$ cat config.mk
export PLATFORM = sky130hd
export DESIGN_NAME = dpo_dpll
export DESIGN_NICKNAME = d
export VERILOG_FILES = /design/src/dpo_pkg.sv /design/src/dpo_recal_if.sv /design/src/dpo_dpll.sv /design/src/dpo_recal_seq.sv
export SDC_FILE = /design/constraint.sdc
export NUM_CORES = 1
export LEC_CHECK = 0
export BUFFER_PORTS_ARGS = -buffer_cell sky130_fd_sc_hd__buf_4
export CAP_MARGIN = 10
export CELL_PAD_IN_SITES_DETAIL_PLACEMENT = 0
export CELL_PAD_IN_SITES_GLOBAL_PLACEMENT = 1
export CORE_MARGIN = 2
export CORE_UTILIZATION = 51
export CTS_BUF_LIST = sky130_fd_sc_hd__clkbuf_4
export DETAILED_ROUTE_END_ITERATION = 6
export PLACE_DENSITY = 0.95
export SLEW_MARGIN = 20
export SYNTH_ARGS = -nofsm -noshare
export SYNTH_HDL_FRONTEND = slang
export SYNTH_SLANG_ARGS = --single-unit
$ cat constraint.sdc
create_clock -name mclk -period 16.8 [get_ports mclk]
set_input_delay 1.68 -clock mclk [delete_from_list [all_inputs] [get_ports mclk]]
set_output_delay 1.68 -clock mclk [all_outputs]
set_load 0.005 [all_outputs]
$ cat src/dpo_pkg.sv
// Constants, register map and state encodings for the loop phase-offset and measurement block.
package dpo_pkg;

  // ---------------------------------------------------------------------------
  // Clock and timing
  // ---------------------------------------------------------------------------
  localparam int unsigned CLK_PERIOD_PS = 10000;
  localparam int unsigned DIVRST_TIME_NS = 100;
  localparam int unsigned DIVRST_CYC = (DIVRST_TIME_NS * 1000 + CLK_PERIOD_PS - 1) / CLK_PERIOD_PS;
  localparam logic [7:0] DIVRST_CYC_W8 = 8'(DIVRST_CYC);

  // ---------------------------------------------------------------------------
  // Register byte addresses
  // ---------------------------------------------------------------------------
  localparam logic [7:0] ADDR_CTRL = 8'h00;
  localparam logic [7:0] ADDR_OFFSET = 8'h04;
  localparam logic [7:0] ADDR_FREQ = 8'h08;
  localparam logic [7:0] ADDR_PHASE = 8'h0c;
  localparam logic [7:0] ADDR_MCADJ = 8'h10;
  localparam logic [7:0] ADDR_HARDLIM = 8'h14;
  localparam logic [7:0] ADDR_STATUS = 8'h18;

  // ---------------------------------------------------------------------------
  // Control field positions
  // ---------------------------------------------------------------------------
  localparam int unsigned CTRL_BUILD_OUT_BIT = 0;
  localparam int unsigned CTRL_RECAL_BIT = 1;
  localparam int unsigned CTRL_INTER_REF_BIT = 2;
  localparam int unsigned CTRL_OUT_VS_REF_BIT = 3;
  localparam int unsigned CTRL_FORCE_LSB = 4;
  localparam int unsigned CTRL_BW_LSB = 8;
  localparam int unsigned CTRL_USED_W = 12;

  // ---------------------------------------------------------------------------
  // Widths and reset values
  // ---------------------------------------------------------------------------
  localparam int unsigned OFFSET_W = 17;
  localparam int unsigned PHASE_W = 16;
  localparam int unsigned FREQ_W = 32;
  localparam int unsigned SEL_W = 4;
  localparam int unsigned OFFSET_STEP_PS = 6;
  localparam int unsigned OFFSET_RANGE_NS = 200;
  localparam logic signed [16:0] OFFSET_MAX = 17'(OFFSET_RANGE_NS * 1000 / OFFSET_STEP_PS);
  localparam int unsigned PHASE_AVG_SHIFT = 4;
  localparam logic [11:0] CTRL_RST = 12'h000;
  localparam logic [31:0] HARDLIM_RST = 32'h7fffffff;
  localparam logic [1:0] RESP_OKAY = 2'h0;
  localparam logic [1:0] RESP_SLVERR = 2'h2;

  // ---------------------------------------------------------------------------
  // Encodings
  // ---------------------------------------------------------------------------
  typedef enum logic [1:0] {
    LOOP_FREE_RUN = 2'h0,
    LOOP_HOLDOVER = 2'h1,
    LOOP_LOCKING = 2'h2,
    LOOP_LOCKED = 2'h3
  } dpo_loop_type;

  typedef enum logic [2:0] {
    PD_NORMAL = 3'b001,
    PD_INTER_REF = 3'b010,
    PD_OUT_VS_REF = 3'b100
  } dpo_pd_type;

  typedef enum logic [5:0] {
    RC_IDLE = 6'b000001,
    RC_ENTER = 6'b000010,
    RC_ZERO = 6'b000100,
    RC_DIVRST = 6'b001000,
    RC_BACK = 6'b010000,
    RC_EXIT = 6'b100000
  } dpo_recal_type;

endpackage

$ cat src/dpo_recal_if.sv
// Handshake between the register/datapath top and the recalibration sequencer.
`timescale 1ns/1ps
interface dpo_recal_if;
  logic start;
  logic at_zero;
  logic at_target;
  logic busy;
  logic mini_holdover;
  logic ramp_zero;
  logic divider_reset;
  logic done;

  modport ctl (output start, output at_zero, output at_target,
               input busy, input mini_holdover, input ramp_zero, input divider_reset, input done);
  modport seq (input start, input at_zero, input at_target,
               output busy, output mini_holdover, output ramp_zero, output divider_reset, output done);
endinterface

$ cat src/dpo_dpll.sv
// Phase offset, recalibration and measurement logic of one loop, with an AXI4-Lite register slave.
// Contract
// Programmed phase offset takes effect only while build-out is disabled; the recalibration ramp back still targets it with build-out enabled.
// Offset spans plus or minus 200 ns in 6 ps steps.
// Offset enters the feedback path and slews at a bandwidth-set rate.
// Offset written in free-run or holdover waits until locking begins; the recalibration ramp back still targets it in those states.
// Setting the recalibrate trigger starts a recalibration run.
// Recalibration: mini-holdover, ramp to zero, divider reset, ramp back, exit.
// Offset rewritten during recalibration becomes the final ramp target.
// Frequency readback covers plus or minus 80 ppm at fine resolution when locked.
// Frequency readback is the loop integral, averaged per loop bandwidth.
// Frequency readback is corrected by the master oscillator adjustment.
// Phase readback is reference against feedback, averaged by a low-pass filter.
// Inter-reference mode stops locking and compares both loops' references.
// Software picks compared inputs with equal frequency at the detector.
// Output-versus-reference mode measures other loop output against own reference.
// Measurement modes in this loop do not disturb the other loop.
// Software should force reference selection while measuring.
// Input is declared invalid when frequency exceeds the hard limit.
// Loop bandwidth select sets the transfer corner.
// Phase readback is in degrees, offset in picoseconds.
// Recalibrate trigger clears itself when the sequence completes.
//
// The register addresses and the AXI4-Lite slave port were left to the implementer.
`timescale 1ns/1ps
module dpo_dpll (
  input wire logic mclk,
  input wire logic rst,
  input wire logic [7:0] s_axi_awaddr,
  input wire logic s_axi_awvalid,
  output logic s_axi_awready,
  input wire logic [31:0] s_axi_wdata,
  input wire logic [3:0] s_axi_wstrb,
  input wire logic s_axi_wvalid,
  output logic s_axi_wready,
  output logic [1:0] s_axi_bresp,
  output logic s_axi_bvalid,
  input wire logic s_axi_bready,
  input wire logic [7:0] s_axi_araddr,
  input wire logic s_axi_arvalid,
  output logic s_axi_arready,
  output logic [31:0] s_axi_rdata,
  output logic [1:0] s_axi_rresp,
  output logic s_axi_rvalid,
  input wire logic s_axi_rready,
  input wire logic [1:0] loop_state,
  input wire logic phase_sample_valid,
  input wire logic signed [15:0] own_ref_phase,
  input wire logic signed [15:0] feedback_phase,
  input wire logic signed [15:0] other_ref_phase,
  input wire logic signed [15:0] other_out_phase,
  output logic signed [16:0] fb_phase_offset,
  output logic lock_enable,
  output logic mini_holdover,
  output logic divider_reset,
  output logic [2:0] pd_select,
  output logic [3:0] forced_reference_select,
  output logic [3:0] loop_bw_select,
  output logic ref_invalid
);

  dpo_recal_if rc ();

  dpo_recal_seq i_dpo_recal_seq (
    .mclk(mclk),
    .rst(rst),
    .rc(rc.seq)
  );

  // ---------------------------------------------------------------------------
  // Bus slave and register state
  // ---------------------------------------------------------------------------
  logic aw_hold_ff, w_hold_ff, awready_ff, wready_ff, bvalid_ff, arready_ff, rvalid_ff;
  logic nxt_aw_hold, nxt_w_hold, nxt_awready, nxt_wready, nxt_bvalid, nxt_arready, nxt_rvalid;
  logic [7:0] awaddr_ff, nxt_awaddr;
  logic [31:0] wdata_ff, nxt_wdata, rdata_ff, nxt_rdata, wr_val;
  logic [3:0] wstrb_ff, nxt_wstrb;
  logic [1:0] bresp_ff, nxt_bresp, rresp_ff, nxt_rresp;
  logic [11:0] ctrl_ff, nxt_ctrl;
  logic signed [16:0] offset_ff, nxt_offset;
  logic [31:0] mcadj_ff, nxt_mcadj, hardlim_ff, nxt_hardlim, status_w;
  logic do_write;

  // Byte-lane merge of a write into an existing word.
  function automatic logic [31:0] merge_bytes(input logic [31:0] old, input logic [31:0] data,
                                              input logic [3:0] strb);
    logic [31:0] res;
    res = old;
    for (int i = 0; i < 4; i++) begin
      if (strb[i]) begin
        res[8*i +: 8] = data[8*i +: 8];
      end
    end
    return res;
  endfunction

  // Clamp a signed word to the offset range.
  function automatic logic signed [16:0] clamp_offset(input logic [31:0] v);
    logic signed [31:0] s;
    s = $signed(v);
    if (s > 32'(dpo_pkg::OFFSET_MAX)) begin
      return dpo_pkg::OFFSET_MAX;
    end else if (s < -32'(dpo_pkg::OFFSET_MAX)) begin
      return -dpo_pkg::OFFSET_MAX;
    end
    return s[16:0];
  endfunction

  logic signed [31:0] freq_read_ff;
  logic signed [15:0] phase_avg_ff;
  logic ref_invalid_ff, lock_en_ff;
  dpo_pkg::dpo_pd_type pd_sel_ff;

  assign status_w = {24'h000000, ref_invalid_ff, rc.busy, rc.mini_holdover, lock_en_ff, 2'b00, loop_state};

  // Address and data are held separately so they may arrive in either order.
  always_comb begin
    nxt_aw_hold = aw_hold_ff;
    nxt_w_hold = w_hold_ff;
    nxt_awaddr = awaddr_ff;
    nxt_wdata = wdata_ff;
    nxt_wstrb = wstrb_ff;
    nxt_bvalid = bvalid_ff;
    nxt_bresp = bresp_ff;
    nxt_rvalid = rvalid_ff;
    nxt_rdata = rdata_ff;
    nxt_rresp = rresp_ff;
    nxt_ctrl = ctrl_ff;
    nxt_offset = offset_ff;
    nxt_mcadj = mcadj_ff;
    nxt_hardlim = hardlim_ff;
    wr_val = 32'h00000000;
    do_write = aw_hold_ff && w_hold_ff && !bvalid_ff;
    if (s_axi_awvalid && awready_ff) begin
      nxt_aw_hold = 1'b1;
      nxt_awaddr = s_axi_awaddr;
    end
    if (s_axi_wvalid && wready_ff) begin
      nxt_w_hold = 1'b1;
      nxt_wdata = s_axi_wdata;
      nxt_wstrb = s_axi_wstrb;
    end
    if (bvalid_ff && s_axi_bready) begin
      nxt_bvalid = 1'b0;
    end
    // The sequencer's done clears the trigger first, so a control write in the same cycle that sets the bit re-arms it.
    if (rc.done) begin
      nxt_ctrl[dpo_pkg::CTRL_RECAL_BIT] = 1'b0;
    end
    if (do_write) begin
      nxt_aw_hold = 1'b0;
      nxt_w_hold = 1'b0;
      nxt_bvalid = 1'b1;
      nxt_bresp = dpo_pkg::RESP_OKAY;
      unique case (awaddr_ff)
        dpo_pkg::ADDR_CTRL: begin
          wr_val = merge_bytes({20'h00000, ctrl_ff}, wdata_ff, wstrb_ff);
          nxt_ctrl = wr_val[11:0];
          nxt_ctrl[dpo_pkg::CTRL_RECAL_BIT] = wr_val[dpo_pkg::CTRL_RECAL_BIT] |
                                              (ctrl_ff[dpo_pkg::CTRL_RECAL_BIT] && !rc.done);
        end
        dpo_pkg::ADDR_OFFSET: begin
          wr_val = merge_bytes({{15{offset_ff[16]}}, offset_ff}, wdata_ff, wstrb_ff);
          nxt_offset = clamp_offset(wr_val);
        end
        dpo_pkg::ADDR_MCADJ: begin
          nxt_mcadj = merge_bytes(mcadj_ff, wdata_ff, wstrb_ff);
        end
        dpo_pkg::ADDR_HARDLIM: begin
          nxt_hardlim = merge_bytes(hardlim_ff, wdata_ff, wstrb_ff);
        end
        dpo_pkg::ADDR_FREQ, dpo_pkg::ADDR_PHASE, dpo_pkg::ADDR_STATUS: begin
          nxt_bresp = dpo_pkg::RESP_OKAY;
        end
        default: begin
          nxt_bresp = dpo_pkg::RESP_SLVERR;
        end
      endcase
    end
    if (rvalid_ff && s_axi_rready) begin
      nxt_rvalid = 1'b0;
    end
    if (s_axi_arvalid && arready_ff) begin
      nxt_rvalid = 1'b1;
      nxt_rresp = dpo_pkg::RESP_OKAY;
      unique case (s_axi_araddr)
        dpo_pkg::ADDR_CTRL: nxt_rdata = {20'h00000, ctrl_ff};
        dpo_pkg::ADDR_OFFSET: nxt_rdata = {{15{offset_ff[16]}}, offset_ff};
        dpo_pkg::ADDR_FREQ: nxt_rdata = freq_read_ff;
        dpo_pkg::ADDR_PHASE: nxt_rdata = {{16{phase_avg_ff[15]}}, phase_avg_ff};
        dpo_pkg::ADDR_MCADJ: nxt_rdata = mcadj_ff;
        dpo_pkg::ADDR_HARDLIM: nxt_rdata = hardlim_ff;
        dpo_pkg::ADDR_STATUS: nxt_rdata = status_w;
        default: begin
          nxt_rdata = 32'h00000000;
          nxt_rresp = dpo_pkg::RESP_SLVERR;
        end
      endcase
    end
    nxt_awready = !nxt_aw_hold && !nxt_bvalid;
    nxt_wready = !nxt_w_hold && !nxt_bvalid;
    nxt_arready = !nxt_rvalid;
  end

  always_ff @(posedge mclk) begin
    if (rst) begin
      aw_hold_ff <= 1'b0;
      w_hold_ff <= 1'b0;
      awready_ff <= 1'b0;
      wready_ff <= 1'b0;
      bvalid_ff <= 1'b0;
      arready_ff <= 1'b0;
      rvalid_ff <= 1'b0;
      awaddr_ff <= 8'h00;
      wdata_ff <= 32'h00000000;
      wstrb_ff <= 4'h0;
      bresp_ff <= 2'h0;
      rdata_ff <= 32'h00000000;
      rresp_ff <= 2'h0;
      ctrl_ff <= dpo_pkg::CTRL_RST;
      offset_ff <= 17'sh00000;
      mcadj_ff <= 32'h00000000;
      hardlim_ff <= dpo_pkg::HARDLIM_RST;
    end else begin
      aw_hold_ff <= nxt_aw_hold;
      w_hold_ff <= nxt_w_hold;
      awready_ff <= nxt_awready;
      wready_ff <= nxt_wready;
      bvalid_ff <= nxt_bvalid;
      arready_ff <= nxt_arready;
      rvalid_ff <= nxt_rvalid;
      awaddr_ff <= nxt_awaddr;
      wdata_ff <= nxt_wdata;
      wstrb_ff <= nxt_wstrb;
      bresp_ff <= nxt_bresp;
      rdata_ff <= nxt_rdata;
      rresp_ff <= nxt_rresp;
      ctrl_ff <= nxt_ctrl;
      offset_ff <= nxt_offset;
      mcadj_ff <= nxt_mcadj;
      hardlim_ff <= nxt_hardlim;
    end
  end

  // ---------------------------------------------------------------------------
  // Offset ramp, measurement and frequency integral
  // ---------------------------------------------------------------------------
  logic signed [16:0] eff_target_ff, nxt_eff_target, fb_ofs_ff, nxt_fb_ofs, ramp_target, step, diff17;
  logic signed [15:0] pd_err, nxt_phase_avg;
  logic signed [31:0] freq_int_ff, nxt_freq_int, nxt_freq_read, abs_int;
  logic nxt_ref_invalid, nxt_lock_en, locking, build_out;
  dpo_pkg::dpo_pd_type nxt_pd_sel;
  logic [3:0] bw_sel;

  assign build_out = ctrl_ff[dpo_pkg::CTRL_BUILD_OUT_BIT];
  assign bw_sel = ctrl_ff[dpo_pkg::CTRL_BW_LSB +: dpo_pkg::SEL_W];
  assign locking = (loop_state == dpo_pkg::LOOP_LOCKING) || (loop_state == dpo_pkg::LOOP_LOCKED);

  // Measurement modes only re-steer this loop's detector and lock enable; nothing here drives the other loop.
  always_comb begin
    nxt_eff_target = eff_target_ff;
    if (build_out) begin
      nxt_eff_target = 17'sh00000;
    end else if (locking) begin
      nxt_eff_target = offset_ff;
    end
    if (rc.ramp_zero) begin
      ramp_target = 17'sh00000;
    end else if (rc.busy) begin
      ramp_target = offset_ff;
    end else begin
      ramp_target = eff_target_ff;
    end
    // Slew per cycle doubles with each bandwidth step, so a wide loop follows faster.
    step = 17'sh00001 <<< bw_sel;
    diff17 = ramp_target - fb_ofs_ff;
    if (diff17 > step) begin
      nxt_fb_ofs = fb_ofs_ff + step;
    end else if (diff17 < -step) begin
      nxt_fb_ofs = fb_ofs_ff - step;
    end else begin
      nxt_fb_ofs = ramp_target;
    end
    if (ctrl_ff[dpo_pkg::CTRL_INTER_REF_BIT]) begin
      nxt_pd_sel = dpo_pkg::PD_INTER_REF;
      pd_err = own_ref_phase - other_ref_phase;
    end else if (ctrl_ff[dpo_pkg::CTRL_OUT_VS_REF_BIT]) begin
      nxt_pd_sel = dpo_pkg::PD_OUT_VS_REF;
      pd_err = other_out_phase - own_ref_phase;
    end else begin
      nxt_pd_sel = dpo_pkg::PD_NORMAL;
      pd_err = own_ref_phase - feedback_phase;
    end
    nxt_lock_en = !ctrl_ff[dpo_pkg::CTRL_INTER_REF_BIT] && !rc.mini_holdover;
    nxt_phase_avg = phase_avg_ff;
    nxt_freq_int = freq_int_ff;
    if (phase_sample_valid) begin
      nxt_phase_avg = phase_avg_ff + ((pd_err - phase_avg_ff) >>> dpo_pkg::PHASE_AVG_SHIFT);
      if (lock_en_ff && locking) begin
        nxt_freq_int = freq_int_ff + ({{16{pd_err[15]}}, pd_err} <<< bw_sel);
      end
    end
    nxt_freq_read = freq_int_ff + $signed(mcadj_ff);
    abs_int = freq_int_ff[31] ? -freq_int_ff : freq_int_ff;
    nxt_ref_invalid = $unsigned(abs_int) > hardlim_ff;
  end

  always_ff @(posedge mclk) begin
    if (rst) begin
      eff_target_ff <= 17'sh00000;
      fb_ofs_ff <= 17'sh00000;
      pd_sel_ff <= dpo_pkg::PD_NORMAL;
      lock_en_ff <= 1'b0;
      phase_avg_ff <= 16'sh0000;
      freq_int_ff <= 32'sh00000000;
      freq_read_ff <= 32'sh00000000;
      ref_invalid_ff <= 1'b0;
    end else begin
      eff_target_ff <= nxt_eff_target;
      fb_ofs_ff <= nxt_fb_ofs;
      pd_sel_ff <= nxt_pd_sel;
      lock_en_ff <= nxt_lock_en;
      phase_avg_ff <= nxt_phase_avg;
      freq_int_ff <= nxt_freq_int;
      freq_read_ff <= nxt_freq_read;
      ref_invalid_ff <= nxt_ref_invalid;
    end
  end

  assign rc.start = ctrl_ff[dpo_pkg::CTRL_RECAL_BIT] && !rc.busy && !rc.done;
  assign rc.at_zero = (fb_ofs_ff == 17'sh00000);
  assign rc.at_target = (fb_ofs_ff == offset_ff);

  assign s_axi_awready = awready_ff;
  assign s_axi_wready = wready_ff;
  assign s_axi_bvalid = bvalid_ff;
  assign s_axi_bresp = bresp_ff;
  assign s_axi_arready = arready_ff;
  assign s_axi_rvalid = rvalid_ff;
  assign s_axi_rdata = rdata_ff;
  assign s_axi_rresp = rresp_ff;
  assign fb_phase_offset = fb_ofs_ff;
  assign lock_enable = lock_en_ff;
  assign mini_holdover = rc.mini_holdover;
  assign divider_reset = rc.divider_reset;
  assign pd_select = pd_sel_ff;
  assign forced_reference_select = ctrl_ff[dpo_pkg::CTRL_FORCE_LSB +: dpo_pkg::SEL_W];
  assign loop_bw_select = bw_sel;
  assign ref_invalid = ref_invalid_ff;

  // ---------------------------------------------------------------------------
  // Checks
  // ---------------------------------------------------------------------------
  a_pbo_blocks_offset: assert property (@(posedge mclk) disable iff (rst)
    build_out |=> eff_target_ff == 17'sh00000)
    else $error("Offset applied while build-out enabled.");
  a_offset_in_range: assert property (@(posedge mclk) disable iff (rst)
    (fb_ofs_ff <= dpo_pkg::OFFSET_MAX) && (fb_ofs_ff >= -dpo_pkg::OFFSET_MAX))
    else $error("Feedback offset out of range.");
  a_slew_bounded: assert property (@(posedge mclk) disable iff (rst)
    (fb_ofs_ff - $past(fb_ofs_ff) <= $past(step)) && ($past(fb_ofs_ff) - fb_ofs_ff <= $past(step)))
    else $error("Offset slewed faster than the bandwidth step.");
  a_holdover_freeze: assert property (@(posedge mclk) disable iff (rst)
    (!locking && !build_out) |=> $stable(eff_target_ff))
    else $error("Offset target moved outside locking states.");
  a_divrst_at_zero: assert property (@(posedge mclk) disable iff (rst)
    rc.divider_reset |-> fb_ofs_ff == 17'sh00000)
    else $error("Dividers reset with nonzero offset.");
  a_inter_ref_unlock: assert property (@(posedge mclk) disable iff (rst)
    ctrl_ff[dpo_pkg::CTRL_INTER_REF_BIT] |=> !lock_en_ff && pd_sel_ff == dpo_pkg::PD_INTER_REF)
    else $error("Loop still locking in inter-reference mode.");
  a_hard_limit: assert property (@(posedge mclk) disable iff (rst)
    ($unsigned(abs_int) > hardlim_ff) |=> ref_invalid_ff)
    else $error("Hard limit exceeded without invalid flag.");
  a_recal_selfclear: assert property (@(posedge mclk) disable iff (rst)
    (rc.done && !do_write) |=> !ctrl_ff[dpo_pkg::CTRL_RECAL_BIT])
    else $error("Recalibrate trigger did not clear.");

endmodule

$ cat src/dpo_recal_seq.sv
// Recalibration sequencer: mini-holdover, ramp to zero, divider reset, ramp back.
`timescale 1ns/1ps
module dpo_recal_seq (
  input wire logic mclk,
  input wire logic rst,
  dpo_recal_if.seq rc
);

  dpo_pkg::dpo_recal_type state_ff, nxt_state;
  logic [7:0] cnt_ff, nxt_cnt;
  logic busy_ff, mh_ff, rz_ff, dr_ff, done_ff;

  // ---------------------------------------------------------------------------
  // Next state
  // ---------------------------------------------------------------------------
  // Steps run strictly in order; a new trigger is only taken from idle.
  always_comb begin
    nxt_state = state_ff;
    nxt_cnt = cnt_ff;
    unique case (state_ff)
      dpo_pkg::RC_IDLE: begin
        if (rc.start) begin
          nxt_state = dpo_pkg::RC_ENTER;
        end
      end
      dpo_pkg::RC_ENTER: begin
        nxt_state = dpo_pkg::RC_ZERO;
      end
      dpo_pkg::RC_ZERO: begin
        if (rc.at_zero) begin
          nxt_state = dpo_pkg::RC_DIVRST;
          nxt_cnt = dpo_pkg::DIVRST_CYC_W8;
        end
      end
      dpo_pkg::RC_DIVRST: begin
        nxt_cnt = cnt_ff - 8'h01;
        if (cnt_ff == 8'h01) begin
          nxt_state = dpo_pkg::RC_BACK;
        end
      end
      dpo_pkg::RC_BACK: begin
        if (rc.at_target) begin
          nxt_state = dpo_pkg::RC_EXIT;
        end
      end
      dpo_pkg::RC_EXIT: begin
        nxt_state = dpo_pkg::RC_IDLE;
      end
      default: begin
        nxt_state = dpo_pkg::RC_IDLE;
      end
    endcase
  end

  // ---------------------------------------------------------------------------
  // State and decoded outputs
  // ---------------------------------------------------------------------------
  // Outputs except done are decoded from the next state so that they line up with it; done follows one cycle after RC_EXIT.
  always_ff @(posedge mclk) begin
    if (rst) begin
      state_ff <= dpo_pkg::RC_IDLE;
      cnt_ff <= 8'h00;
      busy_ff <= 1'b0;
      mh_ff <= 1'b0;
      rz_ff <= 1'b0;
      dr_ff <= 1'b0;
      done_ff <= 1'b0;
    end else begin
      state_ff <= nxt_state;
      cnt_ff <= nxt_cnt;
      busy_ff <= (nxt_state != dpo_pkg::RC_IDLE);
      mh_ff <= (nxt_state != dpo_pkg::RC_IDLE) && (nxt_state != dpo_pkg::RC_EXIT);
      rz_ff <= (nxt_state == dpo_pkg::RC_ZERO) || (nxt_state == dpo_pkg::RC_DIVRST);
      dr_ff <= (nxt_state == dpo_pkg::RC_DIVRST);
      done_ff <= (state_ff == dpo_pkg::RC_EXIT);
    end
  end

  assign rc.busy = busy_ff;
  assign rc.mini_holdover = mh_ff;
  assign rc.ramp_zero = rz_ff;
  assign rc.divider_reset = dr_ff;
  assign rc.done = done_ff;

  // ---------------------------------------------------------------------------
  // Checks
  // ---------------------------------------------------------------------------
  a_recal_start_holdover: assert property (@(posedge mclk) disable iff (rst)
    (state_ff == dpo_pkg::RC_IDLE && rc.start) |=> ##1 mh_ff)
    else $error("Recalibration did not enter mini-holdover.");
  a_divrst_after_zero: assert property (@(posedge mclk) disable iff (rst)
    $rose(dr_ff) |-> $past(rz_ff) && mh_ff)
    else $error("Divider reset outside zero-offset holdover.");

endmodule

==> results of run 1 <==
registers in the layout (all words and copies together), names as in the netlist, 16 cells and up:
| signal | cells |
|---|---|
| offset_ff | 17 |
| wdata_ff | 32 |
| hardlim_ff | 32 |
| fb_phase_offset | 17 |
| mcadj_ff | 32 |
| freq_int_ff | 32 |
| s_axi_rdata | 32 |
| freq_read_ff | 32 |
| phase_avg_ff | 16 |
| eff_target_ff | 17 |
where the power goes:
| part | total, mW | switching (mW) | internal (mW) |
|---|---|---|---|
| registers | 0.903 | 0.107 | 0.796 |
| clock network | 0.725 | 0.357 | 0.368 |
| logic | 1.41 | 0.792 | 0.615 |
| total | 3.03 | 1.26 | 1.78 |
cell usage in the layout, fill, tap and decap left out, types with 80 or more instances in the layout:
cell      count
nor2_1      332
nand3_1      80
inv_1       203
dfxtp_1     316
mux2i_1      97
o21ai_0     138
nand2_1     350
clkbuf_4    129
buf_4       226
xnor2_1     119
ha_1        253
a21oi_1     309
per-stage QoR:
step | cell area (sq um) | setup slack, ns | power, mW
floorplan | 25000 | 9.95 | 1.92
global placement | 26800 | 9.04 | 2.24
detailed placement | 26800 | 8.82 | 2.28
CTS | 28000 | 9.70 | 3.02
global route | 28000 | 9.02 | 3.25
finish | 28000 | 9.51 | 3.03
area by class of cell:
type / instances / area share, %
antenna: 2 / 0.0179
clock buffer: 129 / 3.46
clock inverter: 21 / 0.510
inverter: 206 / 2.77
multi-input combinational: 2574 / 61.7
sequential: 316 / 22.6
tap: 622 / 2.78
timing repair buffer: 227 / 6.12
cells by family after synthesis:
| kind of cell | synth area share [%] |
|---|---|
| buf+inv | 5.63 |
| flops | 25.4 |
| simple gates | 20.8 |
| mux | 5.20 |
| compound gates | 24.0 |
| fa+ha+maj | 13.4 |
| other cells | 0.0150 |
| xor+xnor | 5.60 |
critical path: cells and delay by family:
kind / cells / cell delay [ns]
AOI/OAI and AO/OA: 10 / 3.22
adders and majority gates: 4 / 1.34
xor gates and xnor gates: 4 / 0.94
and+or+nand+nor: 4 / 0.65
buffers and inverters: 3 / 0.24
worst min path at each step:
stage                     slack, ns                      start  cells after the start                         to
after global placement         0.45      aw_hold_ff$_SDFF_PP0_                      1   s_axi_awready$_SDFF_PP0_
final                          0.46  awaddr_ff[0]$_SDFFE_PP0P_                      2  awaddr_ff[0]$_SDFFE_PP0P_
after detailed placement       0.45  awaddr_ff[5]$_SDFFE_PP0P_                      2  awaddr_ff[5]$_SDFFE_PP0P_
after floorplan                0.43       w_hold_ff$_SDFF_PP0_                      1    s_axi_wready$_SDFF_PP0_
after CTS                      0.46      aw_hold_ff$_SDFF_PP0_                      1   s_axi_awready$_SDFF_PP0_
after global routing           0.47  awaddr_ff[5]$_SDFFE_PP0P_                      2  awaddr_ff[5]$_SDFFE_PP0P_
routing by layer:
layer / vias up / share of wire (%) / GRT usage (%)
met5: - / 0.016 / 0
li1: 12091 / - / -
met3: 195 / 8.5 / 6.45
met1: 12026 / 43 / 41.2
met4: 2 / 3.0 / 12.0
met2: 1089 / 46 / 53.2
==> impl_summary.txt, run 1 <==
----------------------------------------------------
[Status]
  Run status ... completed

[Logic synthesis]
  Area share of the largest cell type after synthesis ... 25.4%
  Number of standard cells after synthesis ... 3,251
  Average cell area after synthesis ... 7.68 sq um
  Yosys cell types ... 84
  Async SR Flop Fraction ... 0%
  Commonest cells post-synth ... 350 x nand2_1, 335 x nor2_1, 316 x dfxtp_1
  Number of synthesized flops with an enable pin ... 0
  Cell Area, Synth ... 25,000 sq um
  Synth Warn # ... 0
  Most frequent cell after synthesis ... nand2_1
  Total of flip-flops plus latches after synthesis ... 316
  Sequential cell area fraction in the yosys report ... 25.4%
  Leading cell types by total area after synthesis ... dfxtp_1 25%, ha_1 13%, a21oi_1 6.2%
  Leading area contributor after synthesis ... dfxtp_1
  Most used flip-flop cell after synthesis ... dfxtp_1

[STA]
  WHS ... 0.456 ns
  Worst Tran Pin Value ... 1.17 ns
  Final-report setup violation count ... 0
  Final Critical Period ... 7.29 ns
  Fmax ... 0.137 GHz
  Post-route clock skew ... 0.102 ns
  Count of pins over their slew limit ... 0
  RSZ-0062 raised after global routing ... no
  Final period utilization ... 43.4%
  Headroom to the max-slew limit ... 21.8%
  Final hold violation count ... 0
  Final sum of negative setup slack ... 0 ns

[Clocking]
  Clock Sink Count ... 316
  Buffer cell driving the clock tree root ... clkbuf_4
  Clk_lat worst skew ... 0.89 ns
  Clock transition at path regs ... 0.07 ns
  Clk buf depth ... 3
  CTS tree ... yes
  CTS Buf Count ... 89
  Number of gates resized after CTS ... 0
  Post-CTS setup repair buffer count ... 0
  Number of H-tree levels ... 3
  Number of buffers inserted by hold repair at cts ... 0

[Detailed routing]
  Final Routed Wirelength ... 83.3 mm
  Number of DRC markers in iteration 0 ... 2,313
  Number of vias in the routed layout ... 25,403
  Routed wirelength normalized by instance count ... 20.3 microns
  DRC violations left ... 0
  Post-DRT Antenna Nets ... 0
  Detailed-routing iteration count for the pre-antenna-repair pass ... 7
  Average via count per standard cell ... 6.20

[Layout]
  Final cell utilization of the core ... 57.5%
  Syn-to-layout area delta ... 12.0%
  Register area ... 6330 sq um
  Final net count ... 3,802
  Fill cell instance count of the final layout ... 4,514
  Fraction of final layout cells sized beyond drive strength 1 ... 12.4%
  Final cell count without fillers ... 4,097
  Area of the multi-input gates ... 17,300 sq um

[Setup path]
  Library cell contributing the largest single delay on the critical path ... a2111oi_0
  Crit Path Max Fanout ... 4
  FF-to-FF Start ... i_dpo_recal_seq.rc.busy$_SDFF_PP0_
  Worst setup SP type ... input port
  Crit path DAT ... 8.09 ns
  Required time of the critical path ... 17.59 ns
  Worst reg2reg endpoint ... fb_phase_offset[3]$_SDFF_PP0_
  Setup crit end kind ... flip-flop
  Setup slack of the most critical reg-to-reg path ... 9.69 ns
  CP max stage delay ... 0.71 ns
  CP startpoint ... own_ref_phase[0]
  Critical path class ... in -> reg
  Termination of the worst setup path ... phase_avg_ff[15]$_SDFFE_PP0P_
  R2R cell count ... 24

[Placed design]
  Half-perimeter wire length after placement ... 63.3 mm
  Final weighted congestion in routability-driven placement ... 0.984
  Port Buffer Count ... 196
  Instance count after placement with tap cells included ... 3,945

[Die]
  Core Area ... 48,600 sq um
  Die boundary height ... 225 microns
  I/O pin total ... 199
  Std-Cell Rows ... 81
  Initial standard-cell utilization of the core ... 51.3%
  Die area ... 50,700 sq um
  Width of the die ... 225 microns

[Flow run]
  Max-cap violation count ... 0

[Worst hold path]
  Hold Crit Class ... reg -> reg

[Global routing]
  Total overflow reported by the global router ... 0
  Global-route wire length before repair ... 130 mm
  Initial antenna violation count ... 3
  Total routing resource utilization after global routing ... 32.1%
  Number of global-route vias before repair ... 24,473
  Maximum number of pins on one net before global-route repair ... 93

[Pwr]
  Peak VDD IR ... 0.0629 mV
  Total power density per cell area ... 109 nW/um^2
  Static Leakage ... 12.3 nW

----------------------------------------------------
Power figures use the tool's default switching activity.
==> inputs of run 2 (changes only) <==
- CORE_UTILIZATION: 51 -> 42
- PLACE_DENSITY: 0.95 -> 0.84
- clock period: 16.8 -> 6.3 ns (I/O delays scaled with it)
==> run 2 against run 1 <==
Clock-buffer cell count down 5. Hold slack worse by 0.39 ns. Critical path depth up 2. Non-clock buffer count up 93. Setup slack worse by 8.9 ns. Largest power group unchanged.
==> impl_summary.txt, run 2 (synthesized netlist as in run 1, its figures left out) <==
----------------------------------------------------
[Status]
  Run status ... completed

[Placed design]
  Half-perimeter wire length after placement ... 63.9 mm
  Final weighted congestion in routability-driven placement ... 0.951
  Instance count after placement with tap cells included ... 4,174
  Setup WS pre-CTS ... -0.106 ns
  Port Buffer Count ... 196

[Setup path]
  R2R cell count ... 23
  Critical path class ... in -> reg
  Required time of the critical path ... 7.02 ns
  Crit path DAT ... 6.44 ns
  Crit Path Max Fanout ... 5
  Setup crit end kind ... flip-flop
  Worst setup SP type ... input port

[Layout]
  Fill cell instance count of the final layout ... 5,946
  Final net count ... 3,894
  Fraction of final layout cells sized beyond drive strength 1 ... 14.1%
  Final cell utilization of the core ... 48.9%
  Leading cell types in the layout, fill and taps excluded ... 350 x nand2_1, 332 x nor2_1, 316 x dfxtp_1
  Area of the multi-input gates ... 17,300 sq um
  Most frequent standard cell in the layout excluding fill and tap cells ... nand2_1
  Syn-to-layout area delta ... 15.5%
  Register area ... 6330 sq um
  Final cell count without fillers ... 4,341

[Pwr]
  Switching part of the total ... 40.7%
  Total power density per cell area ... 282 nW/um^2
  Relative contribution of combinational cells to total power ... 48.3%
  Total net switching power ... 3.31 mW
  Sequential cell fraction of total power ... 29.4%
  Sum of internal, switching and leakage power ... 8.14 mW
  Share of total power in the clock network ... 22.3%
  Static Leakage ... 12.7 nW
  Peak VDD IR ... 0.157 mV
  Internal Power ... 4.83 mW

[Global routing]
  Total routing resource utilization after global routing ... 26.8%
  Total overflow reported by the global router ... 0
  Initial antenna violation count ... 2
  Global-route wire length before repair ... 129 mm
  Number of global-route vias before repair ... 23,179
  Maximum number of pins on one net before global-route repair ... 87

[Clocking]
  CTS tree ... yes
  Clock Sink Count ... 316
  Buffer cell driving the clock tree root ... clkbuf_4
  CTS Buf Count ... 88
  Clk buf depth ... 3
  Clk_lat worst skew ... 0.83 ns
  Clock transition at path regs ... 0.07 ns
  Number of H-tree levels ... 3

[STA]
  RSZ-0062 raised after global routing ... no
  Final period utilization ... 90.9%
  Worst Tran Pin Value ... 1.02 ns
  Final Critical Period ... 5.72 ns
  Headroom to the max-slew limit ... 31.6%
  Count of pins over their slew limit ... 0
  Final Worst Setup Slack ... 0.575 ns
  Final hold violation count ... 0
  Final-report setup violation count ... 0
  Final sum of negative setup slack ... 0 ns
  Fmax ... 0.175 GHz
  Post-route clock skew ... 0.0665 ns

[Die]
  I/O pin total ... 199
  Die boundary height ... 248 microns
  Width of the die ... 248 microns
  Initial standard-cell utilization of the core ... 42.4%
  Std-Cell Rows ... 89
  Core Area ... 58,900 sq um
  Die area ... 61,400 sq um

[Detailed routing]
  Number of DRC markers in iteration 0 ... 1,982
  Routed wirelength normalized by instance count ... 19.4 microns
  Post-DRT Antenna Nets ... 0
  Average via count per standard cell ... 5.72
  Number of vias in the routed layout ... 24,852
  DRC violations left ... 0
  Final Routed Wirelength ... 84.0 mm
  Detailed-routing iteration count for the pre-antenna-repair pass ... 5

[Flow run]
  Max-cap violation count ... 0

[Worst hold path]
  Min-Delay Path Depth ... 3
  Hold Crit Class ... in -> reg

----------------------------------------------------
-- run 2: path summary, 6_finish.rpt --
check / slack (ns) / end / from
worst min register to register: 0.46 / awaddr_ff[7]$_SDFFE_PP0P_ / awaddr_ff[7]$_SDFFE_PP0P_
worst min-delay path: 0.07 / wdata_ff[27]$_SDFFE_PP0P_ / s_axi_wdata[27]
worst max-delay path: 0.58 / phase_avg_ff[15]$_SDFFE_PP0P_ / own_ref_phase[0]
worst max register to register: 0.60 / phase_avg_ff[15]$_SDFFE_PP0P_ / ctrl_ff[3]$_SDFFE_PP0P_
-- run 2: final cells by class --
cell class                 instances  share of cell area, %
multi-input combinational       2574                   59.9
antenna                            2                 0.0174
tap                              773                   3.35
timing repair buffer             320                   8.50
clock inverter                    26                  0.404
inverter                         206                   2.68
clock buffer                     124                   3.23
sequential                       316                   21.9
-- run 2: per-stage QoR --
step,hold slack (ns),instance area (sq um)
5_1_grt,0.00916,28800
2_1_floorplan,0.426,25000
3_5_place_dp,0.449,27600
4_1_cts,0.00152,28800
6_report,0.0653,28800
3_3_place_gp,0.446,27600
-- run 2: per-layer routing --
layer / global-route usage, % / vias up / part of all wire, %
li1: - / 12299 / -
met1: 37.4 / 11513 / 46
met2: 41.7 / 892 / 43
met3: 4.64 / 148 / 7.6
met4: 8.84 / 0 / 2.8
met5: 0 / - / 0
-- run 2: power by group through the flow --
stage / Clock (mW) / Sequential (mW) / Combinational (mW)
after CTS: 1.87 / 2.38 / 3.88
final: 1.82 / 2.39 / 3.93
after detailed placement: 0 / 2.42 / 3.84
after global routing: 1.99 / 2.40 / 4.37
after global placement: 0 / 2.42 / 3.82
after floorplan: 0 / 2.29 / 2.83
-- run 2: critical path, cell delays in order --
cell	delay, ns
buf_4	0.11
inv_1	0.08
ha_1	0.19
inv_1	0.06
fa_1	0.39
a211oi_1	0.36
o21ai_0	0.19
a2111oi_0	0.48
buf_4	0.19
nor2_1	0.04
xnor2_1	0.12
a32oi_1	0.44
ha_1	0.38
and3_1	0.18
o2111ai_1	0.06
nand3_1	0.12
o41ai_1	0.26
buf_4	0.18
xnor2_1	0.07
xnor2_1	0.25
ha_1	0.35
and3_1	0.17
a211oi_1	0.35
o21bai_1	0.11
a21oi_1	0.19
xnor3_1	0.25
a211oi_1	0.24
-- run 2: what timing repair did --
action / in CTS / in global routing
gates resized for setup: 0 / 4
setup buffers: 0 / 0
hold buffers: 15 / 0
endpoints found under the setup margin: 0 / 6
hold endpoints to repair: 15 / 0
